--- src/sbm_map.svh ---
`ifndef SBM_MAP_SVH
`define SBM_MAP_SVH

// ----------------------------------------
// Register offsets
// ----------------------------------------
`define SBM_OFS_BAUD    4'h0
`define SBM_OFS_FINE_TX 4'h1
`define SBM_OFS_FINE_RX 4'h2
`define SBM_OFS_CTRL    4'h3
`define SBM_OFS_STAT    4'h4
`define SBM_OFS_LIN_DIVIDER_HI 4'h5
`define SBM_OFS_LIN_DIVIDER_LO 4'h6

// ----------------------------------------
// Field positions
// ----------------------------------------
`define SBM_BAUD_PR_HI  7
`define SBM_BAUD_PR_LO  6
`define SBM_BAUD_TX_HI  5
`define SBM_BAUD_TX_LO  3
`define SBM_BAUD_RX_HI  2
`define SBM_BAUD_RX_LO  0
`define SBM_CTRL_MUTE   0
`define SBM_CTRL_WAKE   1
`define SBM_CTRL_LINE   2
`define SBM_CTRL_SLAVE  3
`define SBM_CTRL_HDM    4
`define SBM_CTRL_TXEN   5
`define SBM_CTRL_RXEN   6
`define SBM_STAT_FULL   0
`define SBM_STAT_QUIET  1
`define SBM_STAT_SYNC   2

// ----------------------------------------
// Reset values
// ----------------------------------------
`define SBM_RST_BYTE    8'h00
`define SBM_RST_LIN_DIVIDER    16'h0190

// ----------------------------------------
// Divider and timing counts
// ----------------------------------------
`define SBM_OVS_LAST    4'hF
`define SBM_PR_F0       4'h1
`define SBM_PR_F1       4'h3
`define SBM_PR_F2       4'h4
`define SBM_PR_F3       4'hD
`define SBM_SYNC_FALLS  3'h5
`define SBM_HOT_BITS    4'hB
`define SBM_MEAS_SHIFT  3

`endif

--- src/sbm_pkg.sv ---
package sbm_pkg;

    typedef enum logic [1:0] {
        SBM_SYNC_IDLE,
        SBM_SYNC_ARMED,
        SBM_SYNC_COUNT
    } sbm_sync_t;

endpackage : sbm_pkg

--- src/sbm_baud_wakeup.sv ---
// The address map and the plain strobed port were chosen for this implementation.
`timescale 1ns/100ps
`include "sbm_map.svh"

// What this block does
// - LIN synch field measured over eight bits
// - CPU-clock counter, one-cycle measurement resolution
// - LIN divider has sixteenth-step fraction
// - LIN slave wakes on break or identifier
// - LIN slave mute waits eleven dominant bits
// - Rates divide by 16, factor, ratio
// - Tx and rx ratios powers of two
// - Fine prescaler divides by 1 to 255
// - Fine prescaler active only when nonzero
// - Fine rate includes fine divider product
// - Mute blocks reception status flags
// - Mute suppresses all receive interrupts
// - Wake method picks idle or address
// - Idle wake clears mute, no quiet flag
// - Address mark wakes and sets full
// - LIN slave disables conventional generators
// - Mute write ignored while full, address
// - Fine prescalers zero after reset
module sbm_baud_wakeup #(
    parameter int MEAS_W = 19,
    parameter int MANT_W = 12
) (
    input  wire logic        clk,
    input  wire logic        reset_n,
    input  wire logic [3:0]  reg_addr,
    input  wire logic [7:0]  reg_wdata,
    input  wire logic        reg_wr,
    input  wire logic        reg_rd,
    output logic      [7:0]  reg_rdata,
    input  wire logic        rx_input_line,
    input  wire logic        rx_word_done,
    input  wire logic        rx_word_msb,
    input  wire logic        rx_idle_frame,
    input  wire logic        lin_break_seen,
    input  wire logic        lin_ident_seen,
    output logic             tx_rate_tick,
    output logic             rx_rate_tick,
    output logic             rx_status_enable,
    output logic             rx_irq_enable,
    output logic             rx_discard,
    output logic             mute_control,
    output logic             rx_full_flag
);

    if (MEAS_W != MANT_W + 4 + `SBM_MEAS_SHIFT || MANT_W < 8 || MANT_W > 12) begin : g_bad_width
        $error("MEAS_W must be MANT_W + 7, MANT_W in 8..12");
    end

    // ----------------------------------------
    // Software-visible state
    // ----------------------------------------
    logic [7:0]        baud_select_reg;
    logic [7:0]        fine_tx_divider;
    logic [7:0]        fine_rx_divider;
    logic              wakeup_method;
    logic              lin_enable;
    logic              slave_role_select;
    logic              header_detect_method;
    logic              tx_enable;
    logic              rx_enable;
    logic              quiet_line_flag;
    logic              sync_valid;
    logic              hot_plug_found;
    logic [15:0]       lin_divider;

    wire logic         wr_baud  = reg_wr && reg_addr == `SBM_OFS_BAUD;
    wire logic         wr_ftx   = reg_wr && reg_addr == `SBM_OFS_FINE_TX;
    wire logic         wr_frx   = reg_wr && reg_addr == `SBM_OFS_FINE_RX;
    wire logic         wr_ctrl  = reg_wr && reg_addr == `SBM_OFS_CTRL;
    wire logic         wr_stat  = reg_wr && reg_addr == `SBM_OFS_STAT;
    wire logic         wr_ldhi  = reg_wr && reg_addr == `SBM_OFS_LIN_DIVIDER_HI;
    wire logic         wr_ldlo  = reg_wr && reg_addr == `SBM_OFS_LIN_DIVIDER_LO;
    wire logic         lin_slave = lin_enable && slave_role_select;

    // Plain stores; software keeps them still while enabled
    always_ff @(posedge clk or negedge reset_n) begin
        if (!reset_n) begin
            baud_select_reg <= `SBM_RST_BYTE;
            fine_tx_divider <= `SBM_RST_BYTE;
            fine_rx_divider <= `SBM_RST_BYTE;
        end else begin
            if (wr_baud) baud_select_reg <= reg_wdata;
            if (wr_ftx) fine_tx_divider <= reg_wdata;
            if (wr_frx) fine_rx_divider <= reg_wdata;
        end
    end

    always_ff @(posedge clk or negedge reset_n) begin
        if (!reset_n) begin
            wakeup_method        <= 1'b0;
            lin_enable           <= 1'b0;
            slave_role_select    <= 1'b0;
            header_detect_method <= 1'b0;
            tx_enable            <= 1'b0;
            rx_enable            <= 1'b0;
        end else if (wr_ctrl) begin
            wakeup_method        <= reg_wdata[`SBM_CTRL_WAKE];
            lin_enable           <= reg_wdata[`SBM_CTRL_LINE];
            slave_role_select    <= reg_wdata[`SBM_CTRL_SLAVE];
            header_detect_method <= reg_wdata[`SBM_CTRL_HDM];
            tx_enable            <= reg_wdata[`SBM_CTRL_TXEN];
            rx_enable            <= reg_wdata[`SBM_CTRL_RXEN];
        end
    end

    // ----------------------------------------
    // Divide-by-16 front stage and conventional/fine paths
    // ----------------------------------------
    logic [3:0]        pre16_cnt;
    wire logic         tick16 = pre16_cnt == `SBM_OVS_LAST;

    always_ff @(posedge clk or negedge reset_n) begin
        if (!reset_n) pre16_cnt <= 4'h0;
        else if (lin_slave) pre16_cnt <= 4'h0;
        else pre16_cnt <= pre16_cnt + 4'h1;
    end

    wire logic [1:0]   pr_sel = baud_select_reg[`SBM_BAUD_PR_HI:`SBM_BAUD_PR_LO];
    logic [3:0]        pr_factor;

    always_comb begin
        case (pr_sel)
            2'h0:    pr_factor = `SBM_PR_F0;
            2'h1:    pr_factor = `SBM_PR_F1;
            2'h2:    pr_factor = `SBM_PR_F2;
            default: pr_factor = `SBM_PR_F3;
        endcase
    end

    logic [1:0]        path_tick;
    logic              lin_bit_tick;

    genvar g;
    generate
        for (g = 0; g < 2; g++) begin : g_path
            wire logic [7:0] fine = (g == 0) ? fine_tx_divider : fine_rx_divider;
            wire logic [2:0] rsel = (g == 0) ? baud_select_reg[`SBM_BAUD_TX_HI:`SBM_BAUD_TX_LO]
                                             : baud_select_reg[`SBM_BAUD_RX_HI:`SBM_BAUD_RX_LO];
            wire logic [7:0] ratio = 8'h01 << rsel;
            wire logic [13:0] cfg = {lin_slave, fine, pr_sel, rsel};
            logic [13:0]     cfg_q;
            logic [7:0]      fine_cnt;
            logic [3:0]      pr_cnt;
            logic [7:0]      rt_cnt;
            wire logic       chg = cfg != cfg_q;
            // Zero fine value passes every 16-tick straight through
            wire logic       fine_tick = tick16 && (fine == 8'h00 || fine_cnt == fine - 8'h01);
            wire logic       pr_tick = fine_tick && pr_cnt == pr_factor - 4'h1;
            wire logic       rt_tick = pr_tick && rt_cnt == ratio - 8'h01;

            always_ff @(posedge clk or negedge reset_n) begin
                if (!reset_n) begin
                    cfg_q    <= 14'h0000;
                    fine_cnt <= 8'h00;
                    pr_cnt   <= 4'h0;
                    rt_cnt   <= 8'h00;
                end else if (chg || lin_slave) begin
                    cfg_q    <= cfg;
                    fine_cnt <= 8'h00;
                    pr_cnt   <= 4'h0;
                    rt_cnt   <= 8'h00;
                end else begin
                    if (tick16) fine_cnt <= fine_tick ? 8'h00 : fine_cnt + 8'h01;
                    if (fine_tick) pr_cnt <= pr_tick ? 4'h0 : pr_cnt + 4'h1;
                    if (pr_tick) rt_cnt <= rt_tick ? 8'h00 : rt_cnt + 8'h01;
                end
            end

            // LIN slave: measured divider replaces both generators
            assign path_tick[g] = lin_slave ? lin_bit_tick : (rt_tick && !chg);
        end
    endgenerate

    always_ff @(posedge clk or negedge reset_n) begin
        if (!reset_n) begin
            tx_rate_tick <= 1'b0;
            rx_rate_tick <= 1'b0;
        end else begin
            tx_rate_tick <= path_tick[0];
            rx_rate_tick <= path_tick[1];
        end
    end

    // ----------------------------------------
    // LIN divider: mantissa plus sixteenths
    // ----------------------------------------
    wire logic [MANT_W-1:0] ld_mant = lin_divider[MANT_W+3:4];
    wire logic [3:0]   ld_frac = lin_divider[3:0];
    logic [MANT_W-1:0] os_cnt;
    logic [3:0]        frac_acc;
    logic [3:0]        os_bits;
    wire logic [4:0]   frac_sum = {1'b0, frac_acc} + {1'b0, ld_frac};
    // Fraction overflow stretches this period by one cycle
    wire logic [MANT_W:0] os_period = {1'b0, ld_mant} + {{MANT_W{1'b0}}, frac_sum[4]};
    wire logic         os_tick = ld_mant != '0 && {1'b0, os_cnt} == os_period - 1'b1;

    always_ff @(posedge clk or negedge reset_n) begin
        if (!reset_n) begin
            os_cnt   <= '0;
            frac_acc <= 4'h0;
            os_bits  <= 4'h0;
        end else if (!lin_slave) begin
            os_cnt   <= '0;
            frac_acc <= 4'h0;
            os_bits  <= 4'h0;
        end else if (os_tick) begin
            os_cnt   <= '0;
            frac_acc <= frac_sum[3:0];
            os_bits  <= os_bits + 4'h1;
        end else begin
            os_cnt   <= os_cnt + 1'b1;
        end
    end

    assign lin_bit_tick = os_tick && os_bits == `SBM_OVS_LAST;

    // ----------------------------------------
    // Synch field measurement
    // ----------------------------------------
    // Five falls of the 55h field span eight bits; one cycle of slack at each end
    sbm_pkg::sbm_sync_t sync_state;
    sbm_pkg::sbm_sync_t next_sync_state;
    logic              rx_prev;
    logic [2:0]        fall_cnt;
    logic [MEAS_W-1:0] meas_cnt;
    wire logic         rx_fall = rx_prev && !rx_input_line;
    wire logic         meas_done = sync_state == sbm_pkg::SBM_SYNC_COUNT && rx_fall
                                   && fall_cnt == `SBM_SYNC_FALLS - 3'h1;

    always_comb begin
        next_sync_state = sync_state;
        case (sync_state)
            sbm_pkg::SBM_SYNC_ARMED: if (rx_fall) next_sync_state = sbm_pkg::SBM_SYNC_COUNT;
            sbm_pkg::SBM_SYNC_COUNT: if (meas_done) next_sync_state = sbm_pkg::SBM_SYNC_IDLE;
            default:                 next_sync_state = sbm_pkg::SBM_SYNC_IDLE;
        endcase
        // A new break restarts a cut measurement
        if (lin_break_seen) next_sync_state = sbm_pkg::SBM_SYNC_ARMED;
        if (!lin_slave) next_sync_state = sbm_pkg::SBM_SYNC_IDLE;
    end

    always_ff @(posedge clk or negedge reset_n) begin
        if (!reset_n) begin
            sync_state <= sbm_pkg::SBM_SYNC_IDLE;
            rx_prev    <= 1'b1;
            fall_cnt   <= 3'h0;
            meas_cnt   <= '0;
        end else begin
            sync_state <= next_sync_state;
            rx_prev    <= rx_input_line;
            if (sync_state != sbm_pkg::SBM_SYNC_COUNT) begin
                fall_cnt <= 3'h1;
                meas_cnt <= MEAS_W'(1);
            end else begin
                meas_cnt <= meas_cnt + 1'b1;
                if (rx_fall) fall_cnt <= fall_cnt + 3'h1;
            end
        end
    end

    // 128 x divider cycles measured; drop three bits to get sixteenths
    always_ff @(posedge clk or negedge reset_n) begin
        if (!reset_n) begin
            lin_divider <= `SBM_RST_LIN_DIVIDER;
            sync_valid  <= 1'b0;
        end else begin
            if (meas_done) lin_divider <= 16'(meas_cnt[MEAS_W-1:`SBM_MEAS_SHIFT]);
            else if (wr_ldhi) lin_divider[15:8] <= reg_wdata;
            else if (wr_ldlo) lin_divider[7:0] <= reg_wdata;
            if (meas_done) sync_valid <= 1'b1;
            else if (wr_stat && reg_wdata[`SBM_STAT_SYNC]) sync_valid <= 1'b0;
        end
    end

    // ----------------------------------------
    // Hot-plug dominant search
    // ----------------------------------------
    logic [3:0]        dom_cnt;
    wire logic         hot_mode = lin_slave && mute_control;

    always_ff @(posedge clk or negedge reset_n) begin
        if (!reset_n) begin
            dom_cnt        <= 4'h0;
            hot_plug_found <= 1'b0;
        end else if (!hot_mode) begin
            dom_cnt        <= 4'h0;
            hot_plug_found <= 1'b0;
        end else if (lin_bit_tick && !hot_plug_found) begin
            if (rx_input_line) dom_cnt <= 4'h0;
            else if (dom_cnt == `SBM_HOT_BITS - 4'h1) hot_plug_found <= 1'b1;
            else dom_cnt <= dom_cnt + 4'h1;
        end
    end

    assign rx_discard = hot_mode && !hot_plug_found;

    // ----------------------------------------
    // Mute and wake-up
    // ----------------------------------------
    wire logic         lin_hdr = header_detect_method ? lin_ident_seen : lin_break_seen;
    wire logic         wake_lin = lin_slave && hot_plug_found && lin_hdr;
    wire logic         wake_idle = !lin_slave && !wakeup_method && rx_idle_frame;
    wire logic         wake_addr = !lin_slave && wakeup_method && rx_word_done && rx_word_msb;
    wire logic         wake = mute_control && (wake_lin || wake_idle || wake_addr);
    wire logic         mute_wr_ok = wr_ctrl && !(wakeup_method && rx_full_flag);
    wire logic         set_full = (rx_word_done && !mute_control) || (mute_control && wake_addr);
    wire logic         set_quiet = rx_idle_frame && !mute_control;

    always_ff @(posedge clk or negedge reset_n) begin
        if (!reset_n) mute_control <= 1'b0;
        else if (wake) mute_control <= 1'b0;
        else if (mute_wr_ok) mute_control <= reg_wdata[`SBM_CTRL_MUTE];
    end

    // Hardware set wins over a software clear in the same cycle
    always_ff @(posedge clk or negedge reset_n) begin
        if (!reset_n) begin
            rx_full_flag    <= 1'b0;
            quiet_line_flag <= 1'b0;
        end else begin
            if (set_full) rx_full_flag <= 1'b1;
            else if (wr_stat && reg_wdata[`SBM_STAT_FULL]) rx_full_flag <= 1'b0;
            if (set_quiet) quiet_line_flag <= 1'b1;
            else if (wr_stat && reg_wdata[`SBM_STAT_QUIET]) quiet_line_flag <= 1'b0;
        end
    end

    assign rx_status_enable = !mute_control;
    assign rx_irq_enable    = !mute_control;

    // ----------------------------------------
    // Register read
    // ----------------------------------------
    logic [7:0]        rd_mux;
    wire logic [7:0]   ctrl_rd = {1'b0, rx_enable, tx_enable, header_detect_method,
                                  slave_role_select, lin_enable, wakeup_method, mute_control};
    wire logic [7:0]   stat_rd = {4'h0, hot_plug_found, sync_valid, quiet_line_flag, rx_full_flag};

    always_comb begin
        case (reg_addr)
            `SBM_OFS_BAUD:    rd_mux = baud_select_reg;
            `SBM_OFS_FINE_TX: rd_mux = fine_tx_divider;
            `SBM_OFS_FINE_RX: rd_mux = fine_rx_divider;
            `SBM_OFS_CTRL:    rd_mux = ctrl_rd;
            `SBM_OFS_STAT:    rd_mux = stat_rd;
            `SBM_OFS_LIN_DIVIDER_HI: rd_mux = lin_divider[15:8];
            `SBM_OFS_LIN_DIVIDER_LO: rd_mux = lin_divider[7:0];
            default:          rd_mux = 8'h00;
        endcase
    end

    always_ff @(posedge clk or negedge reset_n) begin
        if (!reset_n) reg_rdata <= 8'h00;
        else if (reg_rd) reg_rdata <= rd_mux;
        else reg_rdata <= 8'h00;
    end

endmodule : sbm_baud_wakeup

--- config.mk ---
export PLATFORM = sky130hd
export DESIGN_NAME = sbm_baud_wakeup
export DESIGN_NICKNAME = d
export VERILOG_FILES = /design/src/sbm_pkg.sv /design/src/sbm_baud_wakeup.sv
export VERILOG_INCLUDE_DIRS = /design/src /design/src/src
export SDC_FILE = /design/constraint.sdc
export NUM_CORES = 1
export LEC_CHECK = 0
export CAP_MARGIN = 10
export CORE_MARGIN = 4
export CORE_UTILIZATION = 51
export DETAILED_ROUTE_END_ITERATION = 8
export DONT_BUFFER_PORTS = 1
export PLACE_DENSITY = 0.67
export SYNTH_ARGS = -nofsm -noshare
export SYNTH_HDL_FRONTEND = slang
export SYNTH_SLANG_ARGS = --single-unit
--- constraint.sdc ---
create_clock -name clk -period 5 [get_ports clk]
set_clock_uncertainty 0.05 [all_clocks]
set_input_delay 0.75 -clock clk [delete_from_list [all_inputs] [get_ports clk]]
set_output_delay 0.75 -clock clk [all_outputs]
set_load 0.05 [all_outputs]
==> results of run 1 <==
placed cells by master, fill, tap and decap left out, types with 20 or more instances in the layout:
master	synthesis	routed
sky130_fd_sc_hd__dfrtp_1	178	178
sky130_fd_sc_hd__nand2_1	88	88
sky130_fd_sc_hd__nor2_1	83	83
sky130_fd_sc_hd__xor2_1	60	60
sky130_fd_sc_hd__nand3_1	49	49
sky130_fd_sc_hd__o21ai_0	49	49
sky130_fd_sc_hd__a21oi_1	43	43
sky130_fd_sc_hd__xnor2_1	43	43
sky130_fd_sc_hd__mux2i_1	33	33
sky130_fd_sc_hd__mux2_2	32	32
sky130_fd_sc_hd__inv_1	26	26
sky130_fd_sc_hd__ha_1	25	25
sky130_fd_sc_hd__nor2b_1	20	20
sky130_fd_sc_hd__and3_1	20	20
cell usage after synthesis (20+ instances only):
cell                       number
sky130_fd_sc_hd__dfrtp_1      178
sky130_fd_sc_hd__nand2_1       88
sky130_fd_sc_hd__nor2_1        83
sky130_fd_sc_hd__clkbuf_1      67
sky130_fd_sc_hd__xor2_1        60
sky130_fd_sc_hd__nand3_1       49
sky130_fd_sc_hd__o21ai_0       49
sky130_fd_sc_hd__a21oi_1       43
sky130_fd_sc_hd__xnor2_1       43
sky130_fd_sc_hd__mux2i_1       33
sky130_fd_sc_hd__mux2_2        32
sky130_fd_sc_hd__inv_1         26
sky130_fd_sc_hd__ha_1          25
sky130_fd_sc_hd__and3_1        20
sky130_fd_sc_hd__nor2b_1       20
through the flow:
step                hold slack (ps)  power [mW]
floorplan                     383.1       2.595
global placement              404.0       2.711
finish                        98.54       4.107
CTS                           79.66       4.143
global route                  69.76       4.327
detailed placement            414.5       2.731
logic make-up (layout without fill, tap and decap cells):
group                      Yosys count  count (layout)  share of synthesized area (%)
DFF                                182             182                          43.88
and+or+nand+nor                    389             389                          20.04
muxes                               70              70                          7.731
AOI/OAI and AO/OA                  183             183                          11.91
buffers and inverters              115              64                          4.552
adders and majority gates           26              26                          3.203
xor gates and xnor gates           103             103                          8.683
layer usage:
layer | vias up | routed length (um)
met5 | - | 0
met4 | 0 | 537
met3 | 30 | 1347
met2 | 144 | 11030
met1 | 3668 | 10110
li1 | 3642 | -
critical path, cell delays in order (launching register included):
cell and delay, ps:
sky130_fd_sc_hd__dfrtp_1 400, sky130_fd_sc_hd__ha_1 220, sky130_fd_sc_hd__inv_1 70, sky130_fd_sc_hd__fa_1 200, sky130_fd_sc_hd__inv_1 50, sky130_fd_sc_hd__a21o_1 170, sky130_fd_sc_hd__a21oi_1 190, sky130_fd_sc_hd__ha_1 270
sky130_fd_sc_hd__ha_1 270, sky130_fd_sc_hd__or3b_1 500, sky130_fd_sc_hd__nor4_1 240, sky130_fd_sc_hd__o211ai_1 140, sky130_fd_sc_hd__a32oi_2 280, sky130_fd_sc_hd__nand4_4 370, sky130_fd_sc_hd__nor4_4 420, sky130_fd_sc_hd__mux2i_1 210
how the worst min path moves through the flow:
stage / startpoint / to / slack [ps] / depth (start not counted)
4_1_cts: reset_n / rx_prev / 80 / 0
3_5_place_dp: pre16_cnt[0] / pre16_cnt[0] / 410 / 1
2_1_floorplan: pre16_cnt[0] / pre16_cnt[0] / 380 / 1
6_report: reset_n / rx_prev / 100 / 0
3_3_place_gp: pre16_cnt[0] / pre16_cnt[0] / 400 / 1
5_1_grt: reset_n / rx_prev / 70 / 0
repair_timing:
| action | CTS | global route |
|---|---|---|
| setup buffers | 0 | 0 |
| endpoints found under the hold margin | 178 | 0 |
| hold buffers | 1 | 0 |
power breakdown:
part / switching [mW] / internal, mW
logic: 0.434 / 0.381
registers: 0.284 / 1.64
clock network: 0.651 / 0.719
layout make-up:
type / instances / share of cell area, %
Multi-Input combinational cell: 771 / 48.61
Sequential cell: 182 / 41.37
Clock buffer: 17 / 3.860
Tap cell: 265 / 3.009
Clock inverter: 15 / 1.669
Inverter: 26 / 0.8856
Timing Repair Buffer: 6 / 0.5904
==> impl_summary.md, run 1 <==
Status
The flow ran to the end, and the final reports show no timing, DRC or antenna violations.

Global route
For met3 alone, demand over resource in global routing was 6.382%. The global-route wire length before repair is 38500 um. The maximum number of pins on one net before global-route repair is 179. The met2 usage is 34.29%.

The total track usage is 21.43%. The initial antenna violation count is 0. For this run the aggregate overflow at the end of global routing stands at 0. The number of global-route vias before repair is 7333.

The met1 track utilization from global routing is 27.97%. The busiest layer in global routing is met2.

Layout
The number of antenna diodes in the final layout is 0. Ranked by flip-flop count, first place goes to g_path.cfg_q. Summing all flip-flop and latch instances after layout gives 0.004559 mm^2.

The post-synthesis to final-layout area growth is 6.070%. After filler insertion, the fill cell instance count of the layout stands at 1707. For this run, the number of standard cells in the final layout without fillers is 1282. Cells with a size suffix above 1 make up 10.23% of the layout. The finished cells cover 0.01102 mm^2. The final core utilization is 55.89%. The area taken by multi-input logic gates is 0.005358 mm^2. The largest registers in the layout are g_path.cfg_q (28), meas_cnt (19). The net count of the finished layout is 1052. The register with the most flip-flops in the layout has 28 of them.

STA
After routing, the total negative slack on setup checks comes to 0 ps. Setup repair after global routing left no endpoint under its margin. The max-slew violation total from the final report came to 0.

The worst path setup slack after routing is 900.1 ps. The slew at the pin closest to its max-slew limit is 1117 ps. The headroom to the max-slew limit is 25.44%.

The final setup violation count is 0. For the finished layout, the period the worst path requires is 4100 ps. Dividing the final minimum period by the clock period gives 82.00%.

The highest achievable clock rate is 0.2439 GHz. The final-report hold violation count was 0.

Detailed routing
The total number of vias is 7484. The first-pass iteration count of the detailed router is 6. The number of routed nets with antenna violations is 0. In this run, the number of DRC markers left after iteration 0 of detailed routing was 475. The number of vias per cell is 5.838.

For this run, design rule violations remaining after detail routing come to 0. Dividing the detail-routed wire length by the instance count gives 17.96 um. The final layout contains routed wiring with a total length of 23030 um.

Clock network
The maximum level of the CTS H-tree is 4. The TritonCTS sink count is 182. The clock transition time at the flip-flop clock pins of the worst setup and hold paths is 80 ps. No sink is reached through more buffers than the 2 on the longest clock path. Clock tree synthesis inserted a total of 17 buffers.

The root buffer cell chosen for the clock tree is sky130_fd_sc_hd__clkbuf_16. The TritonCTS clock tree is yes. The post-CTS resize count is 0. The clock reaches the later pin of the worst-skew pair after 440 ps.

Yosys
The async set or reset register ratio after synthesis is 100.0%. Yosys attributes the largest share of cell area to sky130_fd_sc_hd__dfrtp_1, sky130_fd_sc_hd__xor2_1, sky130_fd_sc_hd__xnor2_1. Sequential elements use 43.88% of the synthesized area. The post-synthesis sequential element count is 182.

The most used flip-flop cell after synthesis is sky130_fd_sc_hd__dfrtp_1. The gate count of the mapped netlist is 1068. The mean cell area of the mapped netlist is 9.728 um^2.

The top cell type's share of synthesized area is 42.87%. For this run, the number of Yosys warnings is 0. In this run, synthesis inferred 0 flip-flops with an integrated enable.

After synthesis the cells add up to 0.01039 mm^2. Counting every net in the synthesized netlist gives 1116. Summed over all instances, the cell type with the most area after synthesis is sky130_fd_sc_hd__dfrtp_1. After synthesis, the netlist uses 82 different library cells.

Worst setup path
The worst register-to-register path has a depth of 15. Along the worst path, the maximum fanout reaches 18. The critical path is of the reg2reg type. The required time of the critical path is 5330 ps. The critical path capture point type is a flip-flop. The capture point of the critical path is dom_cnt[1]. The reg2reg setup slack is 900 ps.

The data arrival at the endpoint of the critical path is 4430 ps. The launch point of the worst reg-to-reg path is lin_divider[0]. The worst setup path is launched from a flip-flop. In this run the critical register-to-register path is captured at dom_cnt[1]. The start point of the critical path is lin_divider[0].

Power
The leakage power total is 4.521 nW. The largest voltage drop on the vdd net is 0.2469 mV. Power spread over the standard cell area amounts to 372.7 mW/mm^2.

Floorplanning
The number of placed I/O pins is 37. The count of standard-cell rows is 51. The die height is 150.7 um. The starting density of the core is 52.69%. Measured along the x axis, the die boundary spans 150.7 um. The total core area is 0.01972 mm^2.

The die covers 0.02272 mm^2.

Placed design
In this run, placement finished with an instance count of 1249. Input and output buffers added on the ports amount to 0. The half-perimeter wire length after placement is 15670 um. The pre-CTS setup slack is 985.8 ps.

The weighted congestion at the end of routability-driven global placement is 0.8924. The cell area after placement is 0.01038 mm^2.

Run
The reported max-cap violation count is 0.

Hold path
The type of the worst min-delay path is in2async.
Power figures use the tool's default switching activity.
==> run 2: changes to the inputs <==
--- a/config.mk
+++ b/config.mk
@@ -6,6 +6,7 @@
 export SDC_FILE = /design/constraint.sdc
 export NUM_CORES = 1
 export LEC_CHECK = 0
+export ABC_AREA = 1
 export CAP_MARGIN = 10
 export CORE_MARGIN = 4
 export CORE_UTILIZATION = 51
==> constraint.sdc (replaced) <==
create_clock -name clk -period 3.9 [get_ports clk]
set_clock_uncertainty 0.05 [all_clocks]
set_input_delay 0.585 -clock clk [delete_from_list [all_inputs] [get_ports clk]]
set_output_delay 0.585 -clock clk [all_outputs]
set_load 0.05 [all_outputs]
==> impl_summary.md, run 2 <==
Worst setup path
The element type at the critical path start is a flip-flop. The reg2reg setup slack is 500 ps (-400 ps). The worst setup path is of the reg2reg kind.

The required time of the critical path is 4140 ps (-1190 ps). The maximum fanout along the worst path is 12 (-6). The start point of the critical path is lin_divider[0]. The critical path capture point type is a flip-flop. The data arrival at the endpoint of the critical path is 3640 ps (-790 ps). The worst register-to-register path begins at lin_divider[0].

Layout
Leaving out fill and tap cells, the most frequent cell in the layout is sky130_fd_sc_hd__nand2_1. The number of nets in the layout is 1344 (+28%). The post-synthesis to final-layout area growth is 7.468%. The largest registers in the layout are g_path.cfg_q (28), meas_cnt (19). The share of cells above drive strength 1 is 4.813% (-5.4 points). The antenna diode count is 0 (unchanged).

In the layout the commonest cells are sky130_fd_sc_hd__nand2_1, sky130_fd_sc_hd__inv_1, sky130_fd_sc_hd__dfrtp_1. The final instance area is 0.01091 mm^2 (-0.99%). The flip-flop count of the largest register after layout is 28 (unchanged). The register with the most flip-flops is g_path.cfg_q. The final core utilization is 55.88% (about the same).

STA
The final critical delay including setup and external delays is 3400 ps (-700.3 ps). The headroom to the max-slew limit came to 45.98% (+21 points). The final setup violation count is 0 (unchanged). The slew at the pin closest to its max-slew limit is 801.8 ps (-315.4 ps).

The portion of the clock cycle consumed by the worst path in the final layout is 87.17% (+5.2 points). The final-layout setup total negative slack is 0 ps (unchanged). The highest achievable clock rate came to 0.2941 GHz (+21%). The worst path setup slack after routing is 500.3 ps (-399.7 ps).

The worst hold slack after final layout is -203.0 ps (-301.5 ps). The final-report hold violation count is 178 (+178). Setup repair after global routing left no endpoint under its margin. The max-slew violation total from the final report is 0 (unchanged).

Yosys
The gate count of the mapped netlist is 1322 (+24%). The post-synthesis sequential area ratio was 44.90% (+1.0 points). The top cell type's share of synthesized area is 43.87% (+1.0 points). By area the synthesized netlist is led by sky130_fd_sc_hd__dfrtp_1, sky130_fd_sc_hd__nand2_1, sky130_fd_sc_hd__inv_1. The count of yosys warnings during synthesis is 0 (unchanged). The async set or reset register ratio after synthesis came to 100.0% (unchanged). The count of flip-flops with a built-in enable after synthesis was 0 (unchanged). The post-synth net total was 1370 (+23%).

The largest family of logic cells by synthesized area is simple AND/OR/NAND/NOR gates. The parity-gate share of the synthesized area counting xor and xnor cells is 6.470% (-2.2 points). The post-synthesis adder-cell area fraction is 3.278% (+0.075 points).

The share of synthesized area spent on multiplexers is 0% (-7.7 points). The mean cell area of the mapped netlist is 7.680 um^2 (-21%). The dominant register cell in the synthesized netlist is sky130_fd_sc_hd__dfrtp_1. The count of different cell masters after synthesis is 45 (-45%).

The post-synthesis sequential element count is 182 (unchanged). The commonest cells after synthesis are sky130_fd_sc_hd__nand2_1, sky130_fd_sc_hd__dfrtp_1, sky130_fd_sc_hd__inv_1, sky130_fd_sc_hd__nor2_1, sky130_fd_sc_hd__nand3_1. The simple-gate portion of the synthesized area is 26.08% (+6.0 points).

The cell type contributing the most total cell area after synthesis is sky130_fd_sc_hd__dfrtp_1. Among all cell types in the netlist, the one instantiated most often is sky130_fd_sc_hd__nand2_1. The synthesized-area fraction occupied by ao, oa, aoi and oai cells is 10.29% (-1.6 points). The post-synthesis instance area came to 0.01015 mm^2 (-2.3%).

Detailed routing
The number of vias per cell came to 5.228 (-10%). The number of routed nets with antenna violations is 0 (unchanged). The total number of vias is 8229 (+10%).

The violation count after the first detailed-route iteration came to 581 (+22%). The final wirelength is 23810 um (+3.4%). The first-pass iteration count of the detailed router was 5 (-1). The number of design rule violations left after detail routing is 0 (unchanged). The average detailed-routed wire length per instance came to 15.12 um (-16%).

Global route
The number of global-route vias before repair came to 7647 (+4.3%). The total track usage is 21.96% (+0.53 points). The overflow left after global routing was 0 (unchanged). The global-route wire length before repair is 39160 um (+1.7%). The maximum number of pins on one net before global-route repair came to 183 (+2.2%). The initial antenna violation count is 0 (unchanged).

Clock network
The TritonCTS clock tree is yes. The maximum level of the CTS H-tree was 4 (unchanged). The latest clock arrival within the worst-skew pair is 430 ps (about the same). The maximum number of buffers from clock root to sink is 2 (unchanged). The post-CTS resize count was 0 (unchanged).

The TritonCTS sink count was 182 (unchanged). The buffer cell driving the clock tree root is sky130_fd_sc_hd__clkbuf_16. The total CTS buffers came to 17 (unchanged). The clock transition time at the flip-flop clock pins of the worst setup and hold paths came to 70 ps (about the same).

Placed design
The pre-CTS setup slack is 493.5 ps (-492.4 ps). The weighted congestion at the end of routability-driven global placement is 0.8815 (-1.2%). The half-perimeter wire length after placement is 17580 um (+12%).

The number of port buffers is 0 (unchanged). The cell area after placement is 0.01030 mm^2 (-0.76%).

Floorplanning
The overall die width is 149.1 um (-1.1%). The starting density of the core was 52.00% (-0.69 points). The full die area is 0.02223 mm^2 (-2.2%). The count of standard-cell rows is 51 (unchanged). The die height came to 149.1 um (-1.1%). The number of placed I/O pins is 37 (unchanged). The total core area is 0.01953 mm^2 (-0.97%).

Power
The largest voltage drop on the vdd net is 0.2673 mV (+8.3%). The total power per unit cell area is 465.4 mW/mm^2 (+25%). The leakage power total is 5.234 nW (+16%).

Status
The checks that failed: hold timing. The run finished, with violations left.

Hold path
In this run the worst hold path is classified as in2async.

Run
The reported max-cap violation count is 0 (unchanged).
[run 2: critical path: stages, from the launching register on]
cell and delay [ps]:
sky130_fd_sc_hd__dfrtp_1 400, sky130_fd_sc_hd__ha_1 200, sky130_fd_sc_hd__inv_1 60, sky130_fd_sc_hd__fa_1 400, sky130_fd_sc_hd__o21ai_0 190, sky130_fd_sc_hd__a21oi_1 90, sky130_fd_sc_hd__ha_1 200, sky130_fd_sc_hd__ha_1 290
sky130_fd_sc_hd__xor2_1 140, sky130_fd_sc_hd__nand2_1 60, sky130_fd_sc_hd__nor2_1 80, sky130_fd_sc_hd__nand3_1 70, sky130_fd_sc_hd__nor2_1 130, sky130_fd_sc_hd__nand4_1 330, sky130_fd_sc_hd__nand2_1 480, sky130_fd_sc_hd__nor2_1 100
[run 2: final cells by class]
type	instances	area, um^2
Fill cell	1825	8615
Multi-Input combinational cell	907	4682
Sequential cell	182	4559
Inverter	181	679.4
Clock buffer	23	488.0
Tap cell	265	331.6
Clock inverter	9	118.9
Timing Repair Buffer	7	52.55
[run 2: final timing paths]
kind,endpoint,cells past startpoint
min in group clk,rx_prev,0
hold reg to reg,g_path[0].cfg_q[6],0
setup / recovery,os_cnt[11],15
hold / removal,g_path[0].rt_cnt[3],0
max in group asynchronous,lin_divider[8],0
setup reg to reg,os_cnt[11],15
[run 2: where the power goes]
part	switching (mW)	internal, mW
registers	0.249	2.09
clock network	0.742	1.02
logic	0.606	0.373
total	1.60	3.48
[run 2: timing repair]
action                                  in CTS  in global routing
buffers inserted                             0                  0
endpoints found under the setup margin       0                  0
endpoints found under the hold margin      182                178
[run 2: stage by stage]
stage | std cells | power (mW)
final | 1574 | 5.079
after global routing | 1574 | 5.366
after CTS | 1574 | 5.112
after detailed placement | 1542 | 3.343
after global placement | 1542 | 3.324
after floorplan | 1322 | 3.127
[run 2: per-layer routing]
metal / GRT usage, % / vias up / part of all wire [%]
li1: - / 4167 / -
met4: 6.728 / 0 / 2.1
met2: 35.73 / 175 / 48
met3: 5.166 / 31 / 4.9
met1: 29.35 / 3856 / 45
met5: 0 / - / 0
[run 2: cell families after synthesis]
logic type	Yosys count
flip-flops	182
AO/OA/AOI/OAI	178
XOR/XNOR	75
AND/OR/NAND/NOR	628
adder cells (fa/ha/maj)	26
buffers and inverters	233
